--- config.mk ---
export PLATFORM = sky130hd
export DESIGN_NAME = lfb_lcd_frame_blink_ctrl
export DESIGN_NICKNAME = d
export VERILOG_FILES = /design/src/shared/lfb_pkg.sv /design/src/design/lfb_lcd_frame_blink_ctrl.sv /design/src/design/lfb_tick_div.sv
export SDC_FILE = /design/constraint.sdc
export NUM_CORES = 1
export LEC_CHECK = 0
export CORE_MARGIN = 2
export CORE_UTILIZATION = 65
export CTS_BUF_LIST = sky130_fd_sc_hd__clkbuf_2
export CTS_CLUSTER_SIZE = 12
export DETAILED_ROUTE_END_ITERATION = 8
export DONT_BUFFER_PORTS = 1
export PLACE_DENSITY = 0.83
export SETUP_SLACK_MARGIN = 0.02
export SYNTH_ARGS = -nofsm -noshare
export SYNTH_HDL_FRONTEND = slang
export SYNTH_SLANG_ARGS = --single-unit
--- constraint.sdc ---
create_clock -name i_core_clk -period 4.5 [get_ports i_core_clk]
set_clock_uncertainty 0.05 [all_clocks]
set_input_delay 0 -clock i_core_clk [delete_from_list [all_inputs] [get_ports i_core_clk]]
set_output_delay 0 -clock i_core_clk [all_outputs]
set_load 0.02 [all_outputs]
--- src/shared/lfb_pkg.sv ---
/*
  constants, field layouts and timing counts shared by the lcd frame / blink
  controller and its tick divider.
  assumes an 8-bit special-function register space and a 125 MHz core clock.
*/
// What this block does
// - ladder register bit 6 turns the external bias resistor ladder on or off.
// - frame-invert bit 6 set inverts the waveform every other frame; clear never inverts.
// - hardware sets update-done bit 1 once data is taken and a new frame starts.
// - hold bit 0 set stops taking display data from the data registers.
// - after hold clears, data is loaded into the display at the next frame boundary.
// - blink source 00 forces the display off, 01 forces it on.
// - blink source 10 blinks the display at a fixed 2 Hz.
// - blink source 11 uses rate field: 1, 1/2, 1/3 or 1/4 Hz.
// - clock register bits 3 to 0 form the frame divider.
// - 2048 Hz clock, 2x mux: 512/(n+1) Hz, value 0 gives 16 Hz.
// - 2048 Hz clock, 3x/4x mux: 1024/(n+1) Hz, value 1 and 0 special.
// - clock select 0 picks 2048 Hz, 1 picks 128 Hz for frame division; blink timing stays on 2048 Hz.
// - mux level 01 is 2x, 10 is 3x, 11 is 4x; 00 reserved.
// - blinking acts only while the blink enable bit is set.
package lfb_pkg;

	// ----------------------------------------------------------------
	// register addresses
	// ----------------------------------------------------------------
	localparam logic [7:0] LFB_ADDR_CLOCK_BLINK   = 8'h96;
	localparam logic [7:0] LFB_ADDR_LADDER        = 8'h9c;
	localparam logic [7:0] LFB_ADDR_UPDATE_INVERT = 8'hb1;

	// ----------------------------------------------------------------
	// reset values
	// ----------------------------------------------------------------
	localparam logic [7:0] LFB_RST_CLOCK_BLINK   = 8'h00;
	localparam logic       LFB_RST_LADDER        = 1'b0;
	localparam logic       LFB_RST_INVERT        = 1'b0;
	localparam logic       LFB_RST_HOLD          = 1'b0;
	localparam logic       LFB_RST_DONE          = 1'b0;

	// ----------------------------------------------------------------
	// field positions
	// ----------------------------------------------------------------
	localparam int LFB_BIT_EXT_LADDER   = 6;
	localparam int LFB_BIT_INVERT_EN    = 6;
	localparam int LFB_BIT_UPDATE_DONE  = 1;
	localparam int LFB_BIT_HOLD         = 0;
	localparam int LFB_POS_BLINK_SOURCE = 6;
	localparam int LFB_POS_BLINK_RATE   = 4;
	localparam int LFB_POS_FRAME_DIV    = 0;

	// ----------------------------------------------------------------
	// encodings
	// ----------------------------------------------------------------
	typedef enum logic [1:0] {
		LFB_BLINK_SW_OFF = 2'b00,
		LFB_BLINK_SW_ON  = 2'b01,
		LFB_BLINK_FIXED  = 2'b10,
		LFB_BLINK_RATE   = 2'b11
	} lfb_blink_src_t;

	typedef enum logic [1:0] {
		LFB_MUX_RSVD = 2'b00,
		LFB_MUX_2X   = 2'b01,
		LFB_MUX_3X   = 2'b10,
		LFB_MUX_4X   = 2'b11
	} lfb_mux_t;

	// ----------------------------------------------------------------
	// timing
	// ----------------------------------------------------------------
	localparam int unsigned LFB_CLK_PERIOD_NS = 8;
	localparam int unsigned LFB_LCD_CLK_HZ    = 2048;
	localparam int unsigned LFB_SLOW_CLK_HZ   = 128;
	// core cycles per 2048 Hz tick, rounded down
	localparam int unsigned LFB_TICK_DIV      = 1000000000 / (LFB_CLK_PERIOD_NS * LFB_LCD_CLK_HZ);
	// 2048 Hz ticks per 128 Hz tick
	localparam int unsigned LFB_SLOW_DIV      = LFB_LCD_CLK_HZ / LFB_SLOW_CLK_HZ;

	// lcd half-period lengths in selected-clock ticks
	localparam logic [6:0] LFB_HALF_2X_FD0 = 7'h40;
	localparam logic [6:0] LFB_HALF_MX_FD0 = 7'h20;
	localparam logic [6:0] LFB_HALF_3X_FD1 = 7'h03;
	localparam logic [6:0] LFB_HALF_4X_FD1 = 7'h02;

	// blink phase lengths minus one, in 2048 Hz ticks
	localparam logic [11:0] LFB_BLINK_2HZ_M1   = 12'h1ff;
	localparam logic [11:0] LFB_BLINK_1HZ_M1   = 12'h3ff;
	localparam logic [11:0] LFB_BLINK_HALF_M1  = 12'h7ff;
	localparam logic [11:0] LFB_BLINK_THIRD_M1 = 12'hbff;
	localparam logic [11:0] LFB_BLINK_QUART_M1 = 12'hfff;

endpackage

--- src/design/lfb_lcd_frame_blink_ctrl.sv ---
/*
  lcd frame and blink controller: ladder, update/invert and clock/blink
  registers, lcd waveform and common sequencing, frame boundaries,
  display-data load handshake and blink gating.
  assumes the processor register port is synchronous to i_core_clk and that
  the main configuration fields arrive as plain inputs from their register.
*/
`timescale 1ns/100ps
module lfb_lcd_frame_blink_ctrl #(
	parameter int unsigned TICK_DIV = lfb_pkg::LFB_TICK_DIV
) (
	// clock, reset, enable
	input  wire logic             i_core_clk,
	input  wire logic             i_rst,
	input  wire logic             i_ce,
	// register port
	input  wire logic [7:0]       i_sfr_addr,
	input  wire logic             i_sfr_wr_en,
	input  wire logic [7:0]       i_sfr_wdata,
	output logic      [7:0]       o_sfr_rdata,
	// main configuration fields
	input  wire logic             i_lcd_clk_select,
	input  wire lfb_pkg::lfb_mux_t i_mux_level,
	input  wire logic             i_blink_enable,
	// panel side
	output logic                  o_ext_ladder_select,
	output logic                  o_lcd_wave,
	output logic      [1:0]       o_com_index,
	output logic                  o_frame_start,
	output logic                  o_frame_invert,
	output logic                  o_load_display,
	output logic                  o_display_on,
	output logic                  o_com2_active,
	output logic                  o_com3_active
);
	import lfb_pkg::*;

	// ----------------------------------------------------------------
	// state
	// ----------------------------------------------------------------
	typedef struct packed {
		logic [7:0]  clock_blink;
		logic        ext_ladder;
		logic        invert_en;
		logic        hold;
		logic        done;
		logic [6:0]  half_cnt;
		logic        wave;
		logic [1:0]  com_idx;
		logic        frame_inv;
		logic        frame_start;
		logic        load;
		logic [11:0] blink_cnt;
		logic        blink_ph;
		logic        display_on;
		logic        com2;
		logic        com3;
		logic [7:0]  rdata;
	} lfb_st_t;

	lfb_st_t st_r;
	lfb_st_t st_nxt;

	// ----------------------------------------------------------------
	// lcd clock ticks
	// ----------------------------------------------------------------
	logic tick_fast;
	logic tick_slow;
	logic tick_sel;

	lfb_tick_div #(
		.DIV (TICK_DIV)
	) u_fast_div (
		.i_core_clk (i_core_clk),
		.i_rst      (i_rst),
		.i_ce       (i_ce),
		.i_step     (1'b1),
		.o_tick     (tick_fast)
	);

	lfb_tick_div #(
		.DIV (LFB_SLOW_DIV)
	) u_slow_div (
		.i_core_clk (i_core_clk),
		.i_rst      (i_rst),
		.i_ce       (i_ce),
		.i_step     (tick_fast),
		.o_tick     (tick_slow)
	);

	// ----------------------------------------------------------------
	// decoded fields
	// ----------------------------------------------------------------
	logic [3:0]     frame_div;
	logic [1:0]     blink_rate;
	lfb_blink_src_t blink_src;
	logic [6:0]     half_len;
	logic [1:0]     com_last;
	logic [11:0]    blink_len_m1;
	logic           hw_blink;

	assign tick_sel   = i_lcd_clk_select ? tick_slow : tick_fast;
	assign frame_div  = st_r.clock_blink[LFB_POS_FRAME_DIV +: 4];
	assign blink_rate = st_r.clock_blink[LFB_POS_BLINK_RATE +: 2];
	assign blink_src  = lfb_blink_src_t'(st_r.clock_blink[LFB_POS_BLINK_SOURCE +: 2]);
	assign hw_blink   = i_blink_enable && blink_src[1];

	// half of one lcd period in selected-clock ticks
	always_comb begin
		half_len = 7'h01;
		com_last = 2'h1;
		unique case (i_mux_level)
			LFB_MUX_3X: begin
				com_last = 2'h2;
				if (frame_div == 4'h0) begin
					half_len = LFB_HALF_MX_FD0;
				end else if (frame_div == 4'h1) begin
					half_len = LFB_HALF_3X_FD1;
				end else begin
					half_len = {3'h0, frame_div} + 7'h01;
				end
			end
			LFB_MUX_4X: begin
				com_last = 2'h3;
				if (frame_div == 4'h0) begin
					half_len = LFB_HALF_MX_FD0;
				end else if (frame_div == 4'h1) begin
					half_len = LFB_HALF_4X_FD1;
				end else begin
					half_len = {3'h0, frame_div} + 7'h01;
				end
			end
			// reserved level runs as 2x so the panel never sees a stopped waveform
			LFB_MUX_2X, LFB_MUX_RSVD: begin
				com_last = 2'h1;
				if (frame_div == 4'h0) begin
					half_len = LFB_HALF_2X_FD0;
				end else begin
					half_len = {2'h0, frame_div, 1'b0} + 7'h02;
				end
			end
		endcase
	end

	// blink phase length
	always_comb begin
		blink_len_m1 = LFB_BLINK_2HZ_M1;
		if (blink_src == LFB_BLINK_RATE) begin
			unique case (blink_rate)
				2'b00: begin
					blink_len_m1 = LFB_BLINK_1HZ_M1;
				end
				2'b01: begin
					blink_len_m1 = LFB_BLINK_HALF_M1;
				end
				2'b10: begin
					blink_len_m1 = LFB_BLINK_THIRD_M1;
				end
				2'b11: begin
					blink_len_m1 = LFB_BLINK_QUART_M1;
				end
			endcase
		end
	end

	// ----------------------------------------------------------------
	// next state
	// ----------------------------------------------------------------
	logic wr_clock;
	logic wr_ladder;
	logic wr_update;

	assign wr_clock  = i_sfr_wr_en && (i_sfr_addr == LFB_ADDR_CLOCK_BLINK);
	assign wr_ladder = i_sfr_wr_en && (i_sfr_addr == LFB_ADDR_LADDER);
	assign wr_update = i_sfr_wr_en && (i_sfr_addr == LFB_ADDR_UPDATE_INVERT);

	always_comb begin
		st_nxt             = st_r;
		st_nxt.frame_start = 1'b0;
		st_nxt.load        = 1'b0;

		// register writes; reserved bits are not stored and read as zero
		if (wr_clock) begin
			st_nxt.clock_blink = i_sfr_wdata;
		end
		if (wr_ladder) begin
			st_nxt.ext_ladder = i_sfr_wdata[LFB_BIT_EXT_LADDER];
		end
		if (wr_update) begin
			st_nxt.invert_en = i_sfr_wdata[LFB_BIT_INVERT_EN];
			st_nxt.hold      = i_sfr_wdata[LFB_BIT_HOLD];
			if (i_sfr_wdata[LFB_BIT_HOLD]) begin
				st_nxt.done = 1'b0;
			end
		end

		// lcd waveform, common stepping and frame boundaries
		if (tick_sel) begin
			if (st_r.half_cnt >= half_len - 7'h01) begin
				st_nxt.half_cnt = 7'h00;
				st_nxt.wave     = ~st_r.wave;
				if (st_r.wave) begin
					if (st_r.com_idx >= com_last) begin
						st_nxt.com_idx     = 2'h0;
						st_nxt.frame_start = 1'b1;
						st_nxt.frame_inv   = st_r.invert_en ? ~st_r.frame_inv : 1'b0;
						// data is taken only while hold is clear, one frame at a time
						if (!st_r.hold) begin
							st_nxt.load = 1'b1;
							st_nxt.done = 1'b1;
						end
					end else begin
						st_nxt.com_idx = st_r.com_idx + 2'h1;
					end
				end
			end else begin
				st_nxt.half_cnt = st_r.half_cnt + 7'h01;
			end
		end
		if (!st_r.invert_en) begin
			st_nxt.frame_inv = 1'b0;
		end

		// blink timing always runs from the 2048 Hz tick, whatever clock drives frames
		if (!hw_blink) begin
			st_nxt.blink_cnt = 12'h000;
			st_nxt.blink_ph  = 1'b1;
		end else if (tick_fast) begin
			if (st_r.blink_cnt >= blink_len_m1) begin
				st_nxt.blink_cnt = 12'h000;
				st_nxt.blink_ph  = ~st_r.blink_ph;
			end else begin
				st_nxt.blink_cnt = st_r.blink_cnt + 12'h001;
			end
		end

		// display gating
		if (!i_blink_enable) begin
			st_nxt.display_on = 1'b1;
		end else begin
			unique case (blink_src)
				LFB_BLINK_SW_OFF: begin
					st_nxt.display_on = 1'b0;
				end
				LFB_BLINK_SW_ON: begin
					st_nxt.display_on = 1'b1;
				end
				LFB_BLINK_FIXED, LFB_BLINK_RATE: begin
					st_nxt.display_on = st_r.blink_ph;
				end
			endcase
		end

		// shared pins become commons at the higher levels
		st_nxt.com2 = (i_mux_level == LFB_MUX_3X) || (i_mux_level == LFB_MUX_4X);
		st_nxt.com3 = (i_mux_level == LFB_MUX_4X);

		// registered read; unmapped addresses answer zero
		st_nxt.rdata = 8'h00;
		unique case (i_sfr_addr)
			LFB_ADDR_CLOCK_BLINK: begin
				st_nxt.rdata = st_r.clock_blink;
			end
			LFB_ADDR_LADDER: begin
				st_nxt.rdata[LFB_BIT_EXT_LADDER] = st_r.ext_ladder;
			end
			LFB_ADDR_UPDATE_INVERT: begin
				st_nxt.rdata[LFB_BIT_INVERT_EN]   = st_r.invert_en;
				st_nxt.rdata[LFB_BIT_UPDATE_DONE] = st_r.done;
				st_nxt.rdata[LFB_BIT_HOLD]        = st_r.hold;
			end
			default: begin
				st_nxt.rdata = 8'h00;
			end
		endcase
	end

	// ----------------------------------------------------------------
	// registers
	// ----------------------------------------------------------------
	always_ff @(posedge i_core_clk) begin
		if (i_rst) begin
			st_r             <= '0;
			st_r.clock_blink <= LFB_RST_CLOCK_BLINK;
			st_r.ext_ladder  <= LFB_RST_LADDER;
			st_r.invert_en   <= LFB_RST_INVERT;
			st_r.hold        <= LFB_RST_HOLD;
			st_r.done        <= LFB_RST_DONE;
			st_r.blink_ph    <= 1'b1;
			st_r.display_on  <= 1'b1;
		end else if (i_ce) begin
			st_r <= st_nxt;
		end
	end

	// ----------------------------------------------------------------
	// outputs
	// ----------------------------------------------------------------
	assign o_sfr_rdata         = st_r.rdata;
	assign o_ext_ladder_select = st_r.ext_ladder;
	assign o_lcd_wave          = st_r.wave;
	assign o_com_index         = st_r.com_idx;
	assign o_frame_start       = st_r.frame_start;
	assign o_frame_invert      = st_r.frame_inv;
	assign o_load_display      = st_r.load;
	assign o_display_on        = st_r.display_on;
	assign o_com2_active       = st_r.com2;
	assign o_com3_active       = st_r.com3;

endmodule

--- src/design/lfb_tick_div.sv ---
/*
  free-running divider that emits a one-cycle tick every DIV enabled cycles with i_step high.
  assumes DIV of at least one and a synchronous active-high reset.
*/
`timescale 1ns/100ps
module lfb_tick_div #(
	parameter int unsigned DIV = 16
) (
	// clock and reset
	input  wire logic i_core_clk,
	input  wire logic i_rst,
	input  wire logic i_ce,
	// step input and tick output
	input  wire logic i_step,
	output logic      o_tick
);
	import lfb_pkg::*;

	localparam int W = (DIV > 1) ? $clog2(DIV) : 1;

	typedef struct packed {
		logic [W-1:0] cnt;
		logic         tick;
	} lfb_div_st_t;

	lfb_div_st_t st_r;
	lfb_div_st_t st_nxt;

	always_comb begin
		st_nxt      = st_r;
		st_nxt.tick = 1'b0;
		if (i_step) begin
			if (st_r.cnt == W'(DIV - 1)) begin
				st_nxt.cnt  = '0;
				st_nxt.tick = 1'b1;
			end else begin
				st_nxt.cnt = st_r.cnt + W'(1);
			end
		end
	end

	always_ff @(posedge i_core_clk) begin
		if (i_rst) begin
			st_r <= '0;
		end else if (i_ce) begin
			st_r <= st_nxt;
		end
	end

	assign o_tick = st_r.tick;

endmodule

==> key figures <==
Setup path
  – Worst EP required: around 4.9 ns
  – CP peak stage delay: between 0.5 and 0.6 ns
  – R2R Setup Slk: 0.44 ns
  – CP max FO: 7
  – Startpoint Class: flip-flop
  – Crit-path cells: inv_1, ha_1, nor2_1, o311ai_0, and2_4, ha_1, nand2_1, nor3_1, xnor2_1, ha_1, and3_1, o211ai_1, o211ai_1, o211ai_1, a21oi_1, dlygate4sd3_1
  – Worst Setup Path Type: reg2reg
  – Slowest cell on crit path: dlygate4sd3_1
  – Reg-to-Reg Start: frame_div[0]
  – R2R cell count: 16
  – R2r endpoint: o_frame_start
  – CP Data Arrival Time: around 4.5 ns
  – Buf+Inv Stages, Crit Path: 2
  – CP Capture Type: flip-flop
  – Cell family with most CP delay: compound AO/OA/AOI/OAI gates

Yosys
  – XOR/XNOR share of the synthesized area: 0.0833
  – Multiplexer area fraction after synthesis: 0.0460
  – Largest family of logic cells by synthesized area: simple AND/OR/NAND/NOR gates
  – Seq cells post-synth: 71
  – Number of synthesized flops with an enable pin: 0
  – Avg Inst Size Synth: 8.66 µm²
  – Synthesized area: between 3000 and 4000 µm²
  – Synth Area in Compound Gates: 0.117
  – Sequential share of the synthesized area: 0.376
  – Area fraction of the dominant cell type after synthesis: 0.376
  – Synth cell types: 58
  – Top post-synthesis cells by area: dfxtp_1 38%, ha_1 6.9%, nor2_1 6.0%, xor2_1 4.6%, mux2i_1 3.7%
  – Async SR Flop Fraction: 0
  – Yosys warning count: 0
  – Simple-gate share of the synthesized area: 0.256
  – Adder-Cell Fraction of Synth Area: 0.0694
  – Top_reg_cell synth: dfxtp_1
  – Cell taking the most area after synthesis: dfxtp_1
  – Net Count, Synth: slightly below 500
  – Syn Inst Count: 437

Cells and area
  – Non-filler cells, final: 533
  – Layout cells sized above 1: 0.0652
  – Area growth from synthesis to layout: 10.7%
  – Fin nets: 500

Placement
  – Placed insts: between 400 and 500
  – DP HPWL: between 5000 and 6000 µm
  – IO Port Bufs: 0
  – Gp weighted congestion: just under 0.9

Route
  – Vias: 3166
  – Post-route ant nets: 0
  – 1st-iter DRT viols: roughly 270
  – Via density: 5.94
  – Routed WL: 8520 µm
  – DRC viols: 0
  – DR WL/cell: roughly 16 µm
  – Drt pass-1 iters: 4

Pwr
  – Cell Int Power: around 0.85 mW
  – Clock network power share: 0.367
  – Flop pwr share: 0.569
  – Net switching power figure: 0.280 mW
  – Post-layout power: 1.13 mW
  – Leak pwr: roughly 1.6 nW
  – Pwr Density: ~270 nW/µm²
  – Worst VDD drop: between 0.2 and 0.25 mV
  – Combinational fraction of design power: 0.064
  – Sw Share: 0.248

STA
  – Worst-margin pin slew: 1.07 ns
  – Final count of negative-setup-slack endpoints: 0
  – Achievable Freq: ~0.25 GHz
  – Slew Limit Headroom: 0.285
  – Final Hold Fails: 0
  – Final Critical Period: just over 4 ns
  – Setup TNS: 0 ns
  – Slew Viols, Final: 0
  – Part of the cycle the worst path needs: 0.902
  – Unrepaired setup endpoints after global routing: false

GRT
  – Grt ovf: 0
  – Largest net degree at the start of global routing: 49
  – Initial antenna violation count: 1
  – Global-route wire length before repair: around 14000 µm
  – Total Routing Usage GR: 0.269
  – Vias in the first global route: roughly 3000

Floorplanning
  – Die Y: 80.3 µm
  – I/O pin total: 42
  – Starting Density: 0.679
  – Placeable Area: 5570 µm²
  – Die width: 80.3 µm
  – Row cnt: 27
  – Die Footprint: approximately 6400 µm²

Run status
  – Run status: completed

Clock network
  – Inserted Clock Buffers: 9
  – H-tree depth: 3
  – Sink Count: about 70
  – Worst-case clock buffer depth: 2
  – Clock slew at reported path FFs: about 0.21 ns
  – CTS tree: built
  – Clock latency at the later pin of the worst-skew pair: approximately 0.52 ns
  – CTS root buf: clkbuf_2

Job
  – Max cap viols: 0

Min path
  – Count of cells along the worst hold path: 4
  – Worst Hold Launch: i_sfr_addr[5]
  – Worst-case hold path end point: o_sfr_rdata[1]
  – Class of the worst hold path: in2reg
## power groups by stage
stage | logic, mW | registers, mW | clock network (mW)
after floorplan | 0.0486 | 0.654 | 0
after global placement | 0.0402 | 0.656 | 0
after detailed placement | 0.0422 | 0.657 | 0
after CTS | 0.0708 | 0.644 | 0.417
after global routing | 0.0795 | 0.646 | 0.451
final | 0.0723 | 0.644 | 0.415
## state kept, by name, indices dropped and copies added (netlist names)
name,count
o_sfr_rdata,8
blink_src,2
st_r,23
o_com2_active,1
o_display_on,1
o_frame_start,1
o_ext_ladder_select,1
o_lcd_wave,1
u_slow_div.st_r,4
frame_div,4
o_com_index,2
u_fast_div.st_r,16
blink_rate,2
o_load_display,1
o_frame_invert,1
u_fast_div.o_tick,1
o_com3_active,1
u_slow_div.o_tick,1
## cell usage after synthesis (5+ instances only)
library cell	number
nor2_1	60
a22oi_1	6
o21ai_0	6
buf_4	10
ha_1	21
clkbuf_1	5
inv_1	10
nor2b_1	8
xor2_1	20
nand4_1	16
a21oi_1	17
mux2i_1	14
nor3_1	18
nand2_1	36
and3_1	8
dfxtp_1	71
nand2b_1	7
buf_2	7
nand3_1	20
xnor2_1	16
## stage by stage
| stage | utilization | setup slack [ns] | cell area, µm² | hold WS [ns] |
|---|---|---|---|---|
| after floorplan | - | 1.09 | 3780 | 0.0939 |
| after global placement | 0.667 | 0.934 | 3720 | 0.0230 |
| after detailed placement | 0.667 | 0.790 | 3720 | 0.0250 |
| after CTS | 0.750 | 0.391 | 4180 | 0.0213 |
| after global routing | 0.752 | 0.205 | 4190 | 0.0197 |
| final | 0.752 | 0.442 | 4190 | 0.0336 |
## repair_timing
item / 4_1_cts / 5_1_grt
gates resized for setup: 0 / 0
endpoints found under the hold margin: 70 / 0
setup buffers: 0 / 1
setup endpoints to repair: 0 / 1
hold buffers: 32 / 0
## cells by family after synthesis
| group | after synthesis |
|---|---|
| AOI/OAI and AO/OA | 62 |
| xor gates and xnor gates | 36 |
| adders and majority gates | 21 |
| buffers and inverters | 37 |
| DFF | 71 |
| muxes | 17 |
| and+or+nand+nor | 193 |
## layout make-up
class                      instances  area, µm²
antenna                            1       2.50
fill                             394       1380
clock buffer                      10       50.0
tap                               72       90.1
timing repair buffer              33        338
multi-input combinational        329       2160
sequential                        71       1420
inverter                          11       41.3
clock inverter                     6       85.1
## placed cells by master (no fill, tap or decap), drive strengths merged, types with 3 or more instances in the layout
cell and count:
ha 21, a221oi 3, a21o 3, clkinv 3, clkbuf 10, mux2i 14
xnor2 16, o21ai 7, nand2b 7, inv 11, or4 3, nand4 16
xor2 20, o211ai 3, a211oi 3, nand3 21, a22oi 7, dfxtp 71
nor2 60, a21oi 18, o211a 3, o21a 4, mux2 3, and3 8
nor4 4, nor2b 8, dlygate4sd3 31, nor3 19, nand2 36
## worst register-to-register path, stage by stage, from the launching register on
cell           delay (ns)
dfxtp_1              0.42
inv_1                0.14
ha_1                 0.26
nor2_1               0.07
o311ai_0             0.46
and2_4               0.26
ha_1                 0.20
nand2_1              0.08
nor3_1               0.21
xnor2_1              0.17
ha_1                 0.27
and3_1               0.21
o211ai_1             0.12
o211ai_1             0.16
o211ai_1             0.27
a21oi_1              0.09
dlygate4sd3_1        0.55
## routing by layer
layer	up-vias	part of all wire	GRT usage	routed length, µm
met5	-	0	0	0
met4	0	0.040	0.166	341
met3	36	0.058	0.0697	495
met2	106	0.45	0.427	3860
met1	1447	0.45	0.325	3820
li1	1577	-	-	-
## how the worst max path moves through the flow
stage | from | endpoint | slack [ns] | depth (start not counted)
after global routing | frame_div[0] | o_frame_start | 0.20 | 16
after detailed placement | frame_div[0] | o_lcd_wave | 0.79 | 15
after CTS | frame_div[0] | o_frame_start | 0.39 | 16
after global placement | frame_div[0] | o_lcd_wave | 0.93 | 14
after floorplan | frame_div[0] | o_lcd_wave | 1.09 | 14
final | frame_div[0] | o_frame_start | 0.44 | 16
Power figures use the tool's default switching activity.
